## src/wtc_pkg.sv

```systemverilog
// wtc_pkg: constants, register layout and types for the wide timer control block
// Function
// - Writing one to control bit 7 starts the wide counter, zero stops it, and reading it shows whether it runs.
// - In transmit operation the wide counter reloads at terminal count when the pass bit is zero and halts when it is one.
// - Control bit 5 reads one after a wide counter timeout, writing one clears it and writing zero leaves it.
// - Control bits 4 and 3 pick the counter clock as system clock, half, quarter or eighth.
// - Control bit 2 enables or disables the data capture interrupt.
// - Control bit 1 enables or disables the wide counter timeout interrupt.
// - Control bit 0 routes either the port output or the wide timer output onto the shared pin.
// - Power-on reset clears all control fields, and stop recovery keeps the clock select and capture mask fields.
// - In demodulation mode a rising pin edge captures the narrow count into the low capture register, a falling edge into the high one.
// - A capture sets the matching edge status bit of the shared control register and requests an interrupt if narrow bit 2 and wide control bit 2 both allow.
// - After each capture the narrow counter reloads with all ones and keeps counting.
// - When the narrow counter reaches zero in demodulation mode it sets timeout bit 5, may interrupt via bit 1, and goes on from all ones.
package wtc_pkg;
    localparam int unsigned ADDR_W = 6;
    localparam int unsigned DATA_W = 32;
    localparam logic [3:0] IDX_NARROW_CTRL = 4'h0;
    localparam logic [3:0] IDX_SHARED_CTRL = 4'h1;
    localparam logic [3:0] IDX_WIDE_CTRL = 4'h2;
    localparam logic [3:0] IDX_WIDE_INIT = 4'h3;
    localparam logic [3:0] IDX_WIDE_COUNT = 4'h4;
    localparam logic [3:0] IDX_CAPTURE_LOW = 4'h5;
    localparam logic [3:0] IDX_CAPTURE_HIGH = 4'h6;
    localparam logic [3:0] IDX_NARROW_COUNT = 4'h7;
    localparam logic [3:0] IDX_IRQ_STATUS = 4'h8;
    localparam logic [3:0] IDX_IRQ_MASK = 4'h9;
    // byte address bits that hold the register index
    localparam int unsigned IDX_LSB = 2;
    // narrow control register bit positions
    localparam int unsigned NC_RUN = 7;
    localparam int unsigned NC_TIMEOUT = 5;
    localparam int unsigned NC_CAP_IE = 2;
    localparam int unsigned NC_TMO_IE = 1;
    // shared control register bit positions
    localparam int unsigned SC_DEMOD = 6;
    localparam int unsigned SC_RISE = 1;
    localparam int unsigned SC_FALL = 0;
    // interrupt status bit positions
    localparam int unsigned IRQ_WIDE_TMO = 0;
    localparam int unsigned IRQ_CAPTURE = 1;
    localparam int unsigned IRQ_NARROW_TMO = 2;
    localparam int unsigned IRQ_W = 3;
    localparam logic [7:0] NARROW_RELOAD = 8'hff;
    localparam logic [7:0] NARROW_ZERO = 8'h00;
    localparam logic [15:0] WIDE_ZERO = 16'h0000;
    localparam logic [15:0] WIDE_INIT_RST = 16'hffff;
    localparam logic [1:0] PRESCALE_DIV1 = 2'h0;
    localparam logic [1:0] PRESCALE_DIV2 = 2'h1;
    localparam logic [1:0] PRESCALE_DIV4 = 2'h2;

    typedef struct packed {
        logic wide_counter_run;
        logic single_pass;
        logic time_out;
        logic [1:0] counter_prescale_select;
        logic capture_int_mask;
        logic counter_int_mask;
        logic pin_output_select;
    } wtc_wide_ctrl_t;

    localparam wtc_wide_ctrl_t WIDE_CTRL_RST = 8'h00;

    typedef struct packed {
        logic read;
        logic write;
        logic [ADDR_W-1:0] address;
        logic [DATA_W-1:0] writedata;
    } wtc_avmm_req_t;

    // sticky flag update: a set in the clearing cycle wins
    function automatic logic w1c(input logic cur, input logic set, input logic clr);
        return set | (cur & ~clr);
    endfunction
endpackage

```

## src/wtc_prescale.sv

```systemverilog
// wtc_prescale: divides the system clock into a one-cycle counter tick
`timescale 1ns/1ps
`default_nettype none
module wtc_prescale (
    input wire logic clock,
    input wire logic resetn,
    input wire logic [1:0] sel,
    output logic tick
);
    import wtc_pkg::*;
    logic [2:0] div_q;
    logic [2:0] div_d;
    assign div_d = div_q + 3'h1;
    always_ff @(posedge clock) begin
        if (!resetn) begin
            div_q <= 3'h0;
        end else begin
            div_q <= div_d;
        end
    end
    // free-running divider, so a select change takes effect within eight cycles
    assign tick = (sel == PRESCALE_DIV1) ? 1'b1 :
                  (sel == PRESCALE_DIV2) ? div_q[0] :
                  (sel == PRESCALE_DIV4) ? (&div_q[1:0]) : (&div_q);
endmodule
`default_nettype wire

```

## src/wtc_edge_sync.sv

```systemverilog
// wtc_edge_sync: three-stage pin synchroniser with rising and falling edge pulses
`timescale 1ns/1ps
`default_nettype none
module wtc_edge_sync (
    input wire logic clock,
    input wire logic resetn,
    input wire logic pin,
    output logic rise,
    output logic fall
);
    logic s1_q;
    logic s2_q;
    logic s3_q;
    logic level_q;
    logic agree;
    always_ff @(posedge clock) begin
        if (!resetn) begin
            s1_q <= 1'b0;
            s2_q <= 1'b0;
            s3_q <= 1'b0;
        end else begin
            s1_q <= pin;
            s2_q <= s1_q;
            s3_q <= s2_q;
        end
    end
    // only a level that both later stages agree on counts as a change
    assign agree = (s2_q == s3_q);
    always_ff @(posedge clock) begin
        if (!resetn) begin
            level_q <= 1'b0;
        end else if (agree) begin
            level_q <= s3_q;
        end
    end
    assign rise = agree & s3_q & ~level_q;
    assign fall = agree & ~s3_q & level_q;
endmodule
`default_nettype wire

```

## src/wtc_top.sv

```systemverilog
// wtc_top: wide timer control, demodulation capture and avalon-mm register slave
`timescale 1ns/1ps
`default_nettype none
module wtc_top (
    input wire logic clock,
    input wire logic resetn,
    input wire logic stop_recovery,
    input wire wtc_pkg::wtc_avmm_req_t avs_req,
    output logic [wtc_pkg::DATA_W-1:0] avs_readdata,
    output logic avs_waitrequest,
    input wire logic capture_pin,
    input wire logic port_output_data,
    output logic timer_output_pin,
    output logic irq
);
    import wtc_pkg::*;

    // bus slave: one wait cycle, then the access completes
    logic ack_q;
    logic [DATA_W-1:0] rdata_q;
    logic [DATA_W-1:0] rdata_d;
    logic req_any;
    logic wr_go;
    logic [3:0] idx;
    logic idx_ok;
    logic [7:0] wdata8;

    assign req_any = avs_req.read | avs_req.write;
    assign avs_waitrequest = req_any & ~ack_q;
    assign wr_go = avs_req.write & ack_q;
    assign idx = avs_req.address[IDX_LSB +: 4];
    // the four index bits fill the address above the byte lane, so only alignment is checked
    assign idx_ok = (avs_req.address[IDX_LSB-1:0] == 2'h0);
    assign wdata8 = avs_req.writedata[7:0];
    assign avs_readdata = rdata_q;

    always_ff @(posedge clock) begin
        if (!resetn) begin
            ack_q <= 1'b0;
            rdata_q <= '0;
        end else begin
            ack_q <= req_any & ~ack_q;
            rdata_q <= rdata_d;
        end
    end

    wire wr_narrow = wr_go & idx_ok & (idx == IDX_NARROW_CTRL);
    wire wr_shared = wr_go & idx_ok & (idx == IDX_SHARED_CTRL);
    wire wr_wide = wr_go & idx_ok & (idx == IDX_WIDE_CTRL);
    wire wr_init = wr_go & idx_ok & (idx == IDX_WIDE_INIT);
    wire wr_status = wr_go & idx_ok & (idx == IDX_IRQ_STATUS);
    wire wr_mask = wr_go & idx_ok & (idx == IDX_IRQ_MASK);

    // wide counter control
    wtc_wide_ctrl_t wctl_q;
    wtc_wide_ctrl_t wctl_d;
    wtc_wide_ctrl_t wctl_w;
    logic [15:0] wide_init_q;
    logic [15:0] wide_cnt_q;
    logic [15:0] wide_cnt_d;
    logic wide_out_q;
    logic wide_tick;
    logic wide_at_tc;
    logic wide_tmo;
    logic wide_start;

    assign wctl_w = wtc_wide_ctrl_t'(wdata8);

    wtc_prescale u_prescale (
        .clock(clock),
        .resetn(resetn),
        .sel(wctl_q.counter_prescale_select),
        .tick(wide_tick)
    );

    assign wide_at_tc = (wide_cnt_q == WIDE_ZERO);
    assign wide_tmo = wctl_q.wide_counter_run & wide_tick & wide_at_tc;
    assign wide_start = wr_wide & wctl_w.wide_counter_run & ~wctl_q.wide_counter_run;

    always_comb begin
        wctl_d = wctl_q;
        if (wr_wide) begin
            wctl_d.wide_counter_run = wctl_w.wide_counter_run;
            wctl_d.single_pass = wctl_w.single_pass;
            wctl_d.counter_prescale_select = wctl_w.counter_prescale_select;
            wctl_d.capture_int_mask = wctl_w.capture_int_mask;
            wctl_d.counter_int_mask = wctl_w.counter_int_mask;
            wctl_d.pin_output_select = wctl_w.pin_output_select;
        end
        if (wide_tmo && wctl_q.single_pass && !wide_start) begin
            wctl_d.wide_counter_run = 1'b0;
        end
        wctl_d.time_out = w1c(wctl_q.time_out, wide_tmo, wr_wide & wctl_w.time_out);
        if (stop_recovery) begin
            // clock select and capture mask survive; the rest returns to reset
            wctl_d = WIDE_CTRL_RST;
            wctl_d.counter_prescale_select = wctl_q.counter_prescale_select;
            wctl_d.capture_int_mask = wctl_q.capture_int_mask;
        end
    end

    always_comb begin
        wide_cnt_d = wide_cnt_q;
        if (wide_start) begin
            wide_cnt_d = wide_init_q;
        end else if (wctl_q.wide_counter_run && wide_tick) begin
            if (wide_at_tc) begin
                // single pass holds at terminal count, modulo-n reloads
                wide_cnt_d = wctl_q.single_pass ? WIDE_ZERO : wide_init_q;
            end else begin
                wide_cnt_d = wide_cnt_q - 16'h0001;
            end
        end
    end

    always_ff @(posedge clock) begin
        if (!resetn) begin
            wctl_q <= WIDE_CTRL_RST;
            wide_init_q <= WIDE_INIT_RST;
            wide_cnt_q <= WIDE_ZERO;
            wide_out_q <= 1'b0;
            timer_output_pin <= 1'b0;
        end else begin
            wctl_q <= wctl_d;
            if (wr_init) begin
                wide_init_q <= avs_req.writedata[15:0];
            end
            wide_cnt_q <= wide_cnt_d;
            if (wide_tmo) begin
                wide_out_q <= ~wide_out_q;
            end
            timer_output_pin <= wctl_q.pin_output_select ? wide_out_q : port_output_data;
        end
    end

    // narrow counter and demodulation capture
    logic [7:0] nctl_q;
    logic [7:0] sctl_q;
    logic [7:0] narrow_cnt_q;
    logic [7:0] narrow_cnt_d;
    logic [7:0] cap_low_q;
    logic [7:0] cap_high_q;
    logic pin_rise;
    logic pin_fall;
    logic demod_on;
    logic cap_rise;
    logic cap_fall;
    logic narrow_tmo;

    wtc_edge_sync u_edge (
        .clock(clock),
        .resetn(resetn),
        .pin(capture_pin),
        .rise(pin_rise),
        .fall(pin_fall)
    );

    assign demod_on = nctl_q[NC_RUN] & sctl_q[SC_DEMOD];
    assign cap_rise = demod_on & pin_rise;
    assign cap_fall = demod_on & pin_fall;
    // a capture reload outranks a same-cycle zero crossing
    assign narrow_tmo = demod_on & wide_tick & ~cap_rise & ~cap_fall &
                        (narrow_cnt_q == NARROW_ZERO);

    always_comb begin
        narrow_cnt_d = narrow_cnt_q;
        if (cap_rise || cap_fall) begin
            narrow_cnt_d = NARROW_RELOAD;
        end else if (narrow_tmo) begin
            narrow_cnt_d = NARROW_RELOAD;
        end else if (demod_on && wide_tick) begin
            narrow_cnt_d = narrow_cnt_q - 8'h01;
        end
    end

    always_ff @(posedge clock) begin
        if (!resetn) begin
            nctl_q <= 8'h00;
            sctl_q <= 8'h00;
            narrow_cnt_q <= NARROW_RELOAD;
            cap_low_q <= 8'h00;
            cap_high_q <= 8'h00;
        end else begin
            if (wr_narrow) begin
                nctl_q[NC_RUN] <= wdata8[NC_RUN];
                nctl_q[NC_CAP_IE] <= wdata8[NC_CAP_IE];
                nctl_q[NC_TMO_IE] <= wdata8[NC_TMO_IE];
            end
            nctl_q[NC_TIMEOUT] <= w1c(nctl_q[NC_TIMEOUT], narrow_tmo,
                                      wr_narrow & wdata8[NC_TIMEOUT]);
            if (wr_shared) begin
                sctl_q[SC_DEMOD] <= wdata8[SC_DEMOD];
            end
            sctl_q[SC_RISE] <= w1c(sctl_q[SC_RISE], cap_rise, wr_shared & wdata8[SC_RISE]);
            sctl_q[SC_FALL] <= w1c(sctl_q[SC_FALL], cap_fall, wr_shared & wdata8[SC_FALL]);
            narrow_cnt_q <= narrow_cnt_d;
            if (cap_rise) begin
                cap_low_q <= narrow_cnt_q;
            end
            if (cap_fall) begin
                cap_high_q <= narrow_cnt_q;
            end
        end
    end

    // interrupt status, mask and output
    logic [IRQ_W-1:0] irq_stat_q;
    logic [IRQ_W-1:0] irq_mask_q;
    logic [IRQ_W-1:0] irq_set;
    logic [IRQ_W-1:0] irq_clr;

    // capture needs both the narrow enable and the wide capture mask
    assign irq_set[IRQ_WIDE_TMO] = wide_tmo & wctl_q.counter_int_mask;
    assign irq_set[IRQ_CAPTURE] = (cap_rise | cap_fall) & nctl_q[NC_CAP_IE] &
                                  wctl_q.capture_int_mask;
    assign irq_set[IRQ_NARROW_TMO] = narrow_tmo & nctl_q[NC_TMO_IE];
    assign irq_clr = wr_status ? avs_req.writedata[IRQ_W-1:0] : '0;

    always_ff @(posedge clock) begin
        if (!resetn) begin
            irq_stat_q <= '0;
            irq_mask_q <= '0;
            irq <= 1'b0;
        end else begin
            for (int i = 0; i < IRQ_W; i++) begin
                irq_stat_q[i] <= w1c(irq_stat_q[i], irq_set[i], irq_clr[i]);
            end
            if (wr_mask) begin
                irq_mask_q <= avs_req.writedata[IRQ_W-1:0];
            end
            irq <= |(irq_stat_q & irq_mask_q);
        end
    end

    // read mux; unmapped or misaligned addresses read zero
    always_comb begin
        rdata_d = '0;
        if (avs_req.read && !ack_q && idx_ok) begin
            case (idx)
                IDX_NARROW_CTRL: rdata_d[7:0] = nctl_q;
                IDX_SHARED_CTRL: rdata_d[7:0] = sctl_q;
                IDX_WIDE_CTRL: rdata_d[7:0] = wctl_q;
                IDX_WIDE_INIT: rdata_d[15:0] = wide_init_q;
                IDX_WIDE_COUNT: rdata_d[15:0] = wide_cnt_q;
                IDX_CAPTURE_LOW: rdata_d[7:0] = cap_low_q;
                IDX_CAPTURE_HIGH: rdata_d[7:0] = cap_high_q;
                IDX_NARROW_COUNT: rdata_d[7:0] = narrow_cnt_q;
                IDX_IRQ_STATUS: rdata_d[IRQ_W-1:0] = irq_stat_q;
                IDX_IRQ_MASK: rdata_d[IRQ_W-1:0] = irq_mask_q;
                default: rdata_d = '0;
            endcase
        end
    end
endmodule
`default_nettype wire

```

## config.mk

```make
export PLATFORM = sky130hd
export DESIGN_NAME = wtc_top
export DESIGN_NICKNAME = d
export VERILOG_FILES = /design/src/wtc_pkg.sv /design/src/wtc_prescale.sv /design/src/wtc_edge_sync.sv /design/src/wtc_top.sv
export SDC_FILE = /design/constraint.sdc
export NUM_CORES = 1
export LEC_CHECK = 0
export BUFFER_PORTS_ARGS = -buffer_cell sky130_fd_sc_hd__buf_2
export CAP_MARGIN = 20
export CORE_ASPECT_RATIO = 2
export CORE_MARGIN = 3
export CORE_UTILIZATION = 60
export CTS_BUF_LIST = sky130_fd_sc_hd__clkbuf_16
export CTS_CLUSTER_SIZE = 25
export DETAILED_ROUTE_END_ITERATION = 8
export PLACE_DENSITY = 0.84
export SLEW_MARGIN = 20
export SYNTH_ARGS = -nofsm -noshare
export SYNTH_HDL_FRONTEND = slang
export SYNTH_SLANG_ARGS = --single-unit
export TNS_END_PERCENT = 10
```

## constraint.sdc

```tcl
create_clock -name clock -period 6 [get_ports clock]
set_input_delay 0.3 -clock clock [delete_from_list [all_inputs] [get_ports clock]]
set_output_delay 0.3 -clock clock [all_outputs]
set_load 0.01 [all_outputs]
```

==> flow_metrics.py <==
metrics = {
    "die": {
        "initial_core_util": 0.623,
        "rows": 47,
        "io_pins": 80,
        "fp.dieW_um": 71.8,
        "die_h_um": 138,
        "core_um2": 8350,
        "die-area_um2": 9890,
    },
    "sta": {
        "hold_violations": 0,
        "finalCriticalPeriod_ns": 2.50,
        "finalClockSkew_ns": 0.00731,
        "rsz0062_at_grt": "no",
        "slew_headroom": 0.486,
        "timing.fmax_mhz": 399,
        "worstMarginPinSlew_ns": 0.767,
        "finalMaxSlewViolations": 0,
        "setup_viol": 0,
        "final.setup.tns_ns": 0,
        "finalCritPeriodShare": 0.417,
    },
    "power": {
        "power.internal_uw": 1000,
        "combPwrFrac": 0.067,
        "power_uw": 1320,
        "power_density_nw_per_um2": 234,
        "peakVddDrop_mv": 0.169,
        "seqPwrFrac": 0.530,
        "swShare": 0.238,
        "clock_power_share": 0.403,
        "switchingPower_uw": 313,
        "power_leakage_uw": 0.00230,
    },
    "detailed_routing": {
        "ant_nets": 0,
        "via_count": 4811,
        "first_iter_violations": 559,
        "post-route-drc-count": 0,
        "routed_wl_um": 14500,
        "wire_per_inst_um": 19.5,
        "via_per_inst": 6.49,
        "firstDrtPassIters": 5,
    },
    "layout": {
        "fin_nets": 690,
        "drive_gt1_frac": 0.129,
        "antenna_cells": 0,
        "final_common_cell": "nand2_1",
        "fin_util": 0.672,
        "layout_common_cells": "110 x nand2_1, 104 x dfxtp_1, 47 x buf_2",
        "syn_to_final_growth_pct": 7.99,
        "fill_cells": 687,
        "final_area_um2": 5610,
    },
    "grt": {
        "antenna_found_initial": 0,
        "grt_overflow": 0,
        "grt_usage": 0.299,
        "grt_first_pass_wirelength_um": 22600,
        "grt_max_degree": 79,
        "grt_pass1_vias": 4732,
    },
    "synth": {
        "synth_edf_count": 0,
        "async_flop_share": 0,
        "yosysUniqueCellTypes": 67,
        "ys_ff_latch": 104,
        "ys_warn_count": 0,
        "postSynthCellCount": 615,
        "syn_area_um2": 5200,
        "synth_area_per_cell_um2": 8.45,
        "synth-seq-area-share": 0.400,
        "synth-main-ff-cell": "dfxtp_1",
    },
    "clock_network": {
        "cts_buffer_depth": 2,
        "hold_buffers": 0,
        "cts_sinks": 104,
        "cts.reportedPaths.clkPinSlew_ns": 0.07,
        "cts_tree": "built",
        "h-tree-depth": 3,
        "cts_root_buf": "clkbuf_16",
        "cts_made_buffers": 9,
        "ctsResizeCount": 0,
        "insertion_delay_ns": 0.35,
        "cts_setup_buffers": 0,
    },
    "worst_setup_path": {
        "startpoint": "wide_cnt_q[4]",
        "crit_path_start_kind": "register",
        "critPathCaptureType": "register",
        "slowest_stage": "nor4_2",
        "critical_path_class": "register to register",
        "required_ns": 6.25,
        "critPathMaxStageDelay_ns": 0.64,
        "cp_max_fo": 14,
        "crit_arrival_ns": 2.76,
        "r2r_start": "wide_cnt_q[4]",
        "worstPathCellList": "nor4_2, nand4_1, nand2_1, a221oi_1, nor4b_1",
    },
    "placement": {
        "routabilityCongestion": 0.923,
        "port_buffers": 47,
        "dp_hpwl_um": 10500,
        "post_dp_cell_area_um2": 5340,
    },
    "worst_hold_path": {
        "hp-start": "capture_pin",
        "hp-class": "primary input to register",
    },
    "status": {
        "outcome": "finished, final reports clean",
    },
    "flow_run": {
        "max_cap_violations": 0,
    },
}
## power by group through the flow
stage | combinational, µW | sequential [µW] | clock (µW)
after floorplan | 66.9 | 713 | 0
after global placement | 82.6 | 713 | 0
after detailed placement | 84.9 | 713 | 0
after CTS | 85.4 | 697 | 532
after global routing | 94.8 | 698 | 559
final | 88.2 | 697 | 530
## synth_stat cells, types with 8 or more instances
library cell | number | area share
a21boi_0 | 21 | 0.030
nor3_1 | 11 | 0.011
nand2_1 | 110 | 0.079
nor2_1 | 34 | 0.025
o21ai_0 | 14 | 0.013
nor4_1 | 9 | 0.011
a22oi_1 | 16 | 0.023
and2_1 | 12 | 0.014
a21oi_1 | 24 | 0.023
nor2b_1 | 23 | 0.028
clkbuf_1 | 22 | 0.016
inv_1 | 13 | 0.0094
dfxtp_1 | 104 | 0.40
buf_4 | 17 | 0.025
mux2i_1 | 15 | 0.029
nand3_1 | 26 | 0.025
buf_2 | 8 | 0.0077
## registers in the layout, summed over array words and instances (netlist names), 4 cells and up
signal	count
wide_cnt_q	16
narrow_cnt_q	8
cap_high_q	8
avs_readdata	16
nctl_q	4
wide_init_q	16
cap_low_q	8
wctl_q	8
## final cells by class
cell class              count  area [µm²]  share of cell area
multi-input cells         461        2850               0.507
flip-flops and latches    104        2080               0.371
repair buffers             49         250              0.0446
clock buffers               9         225              0.0401
well taps                  98         123              0.0218
inverters                  13        48.8             0.00869
clock inverters             7        40.0             0.00713
## logic make-up (layout without fill, tap and decap cells)
logic type,after synthesis,in the layout,synth area share
muxes,21,21,0.0440
other,1,16,0.000721
and+or+nand+nor,277,277,0.275
buffers and inverters,65,78,0.0657
AOI/OAI and AO/OA,134,134,0.187
xor gates and xnor gates,6,6,0.0101
adders and majority gates,7,7,0.0168
DFF,104,104,0.400
## worst max-delay path, delay by kind of cell (launching register included)
kind,cells,cell delay (ns)
simple gates,4,1.82
flops,1,0.39
compound gates,1,0.20
## worst paths after layout
check	end	cells after the start	slack, ns
worst min-delay path	u_edge.s1_q	2	0.15
worst min register to register	u_edge.s2_q	1	0.44
worst max-delay path	wide_cnt_q[13]	5	3.50
worst max register to register	wide_cnt_q[13]	5	3.50
## through the flow
step,cells,hold WS (ns),setup slack [ns]
2_1_floorplan,630,0.412,4.03
3_3_place_gp,725,0.429,3.30
3_5_place_dp,725,0.427,3.31
4_1_cts,741,0.157,3.52
5_1_grt,741,0.161,3.34
6_report,741,0.154,3.50
## layer usage
layer,global-route usage,wire [µm],vias to the layer above,share of wire
met5,0,0,-,0
met4,0.264,1100,0,0.076
met3,0.0541,882,84,0.061
met2,0.539,7780,278,0.54
met1,0.279,4720,2231,0.33
li1,-,-,2218,-
Power figures use the tool's default switching activity.
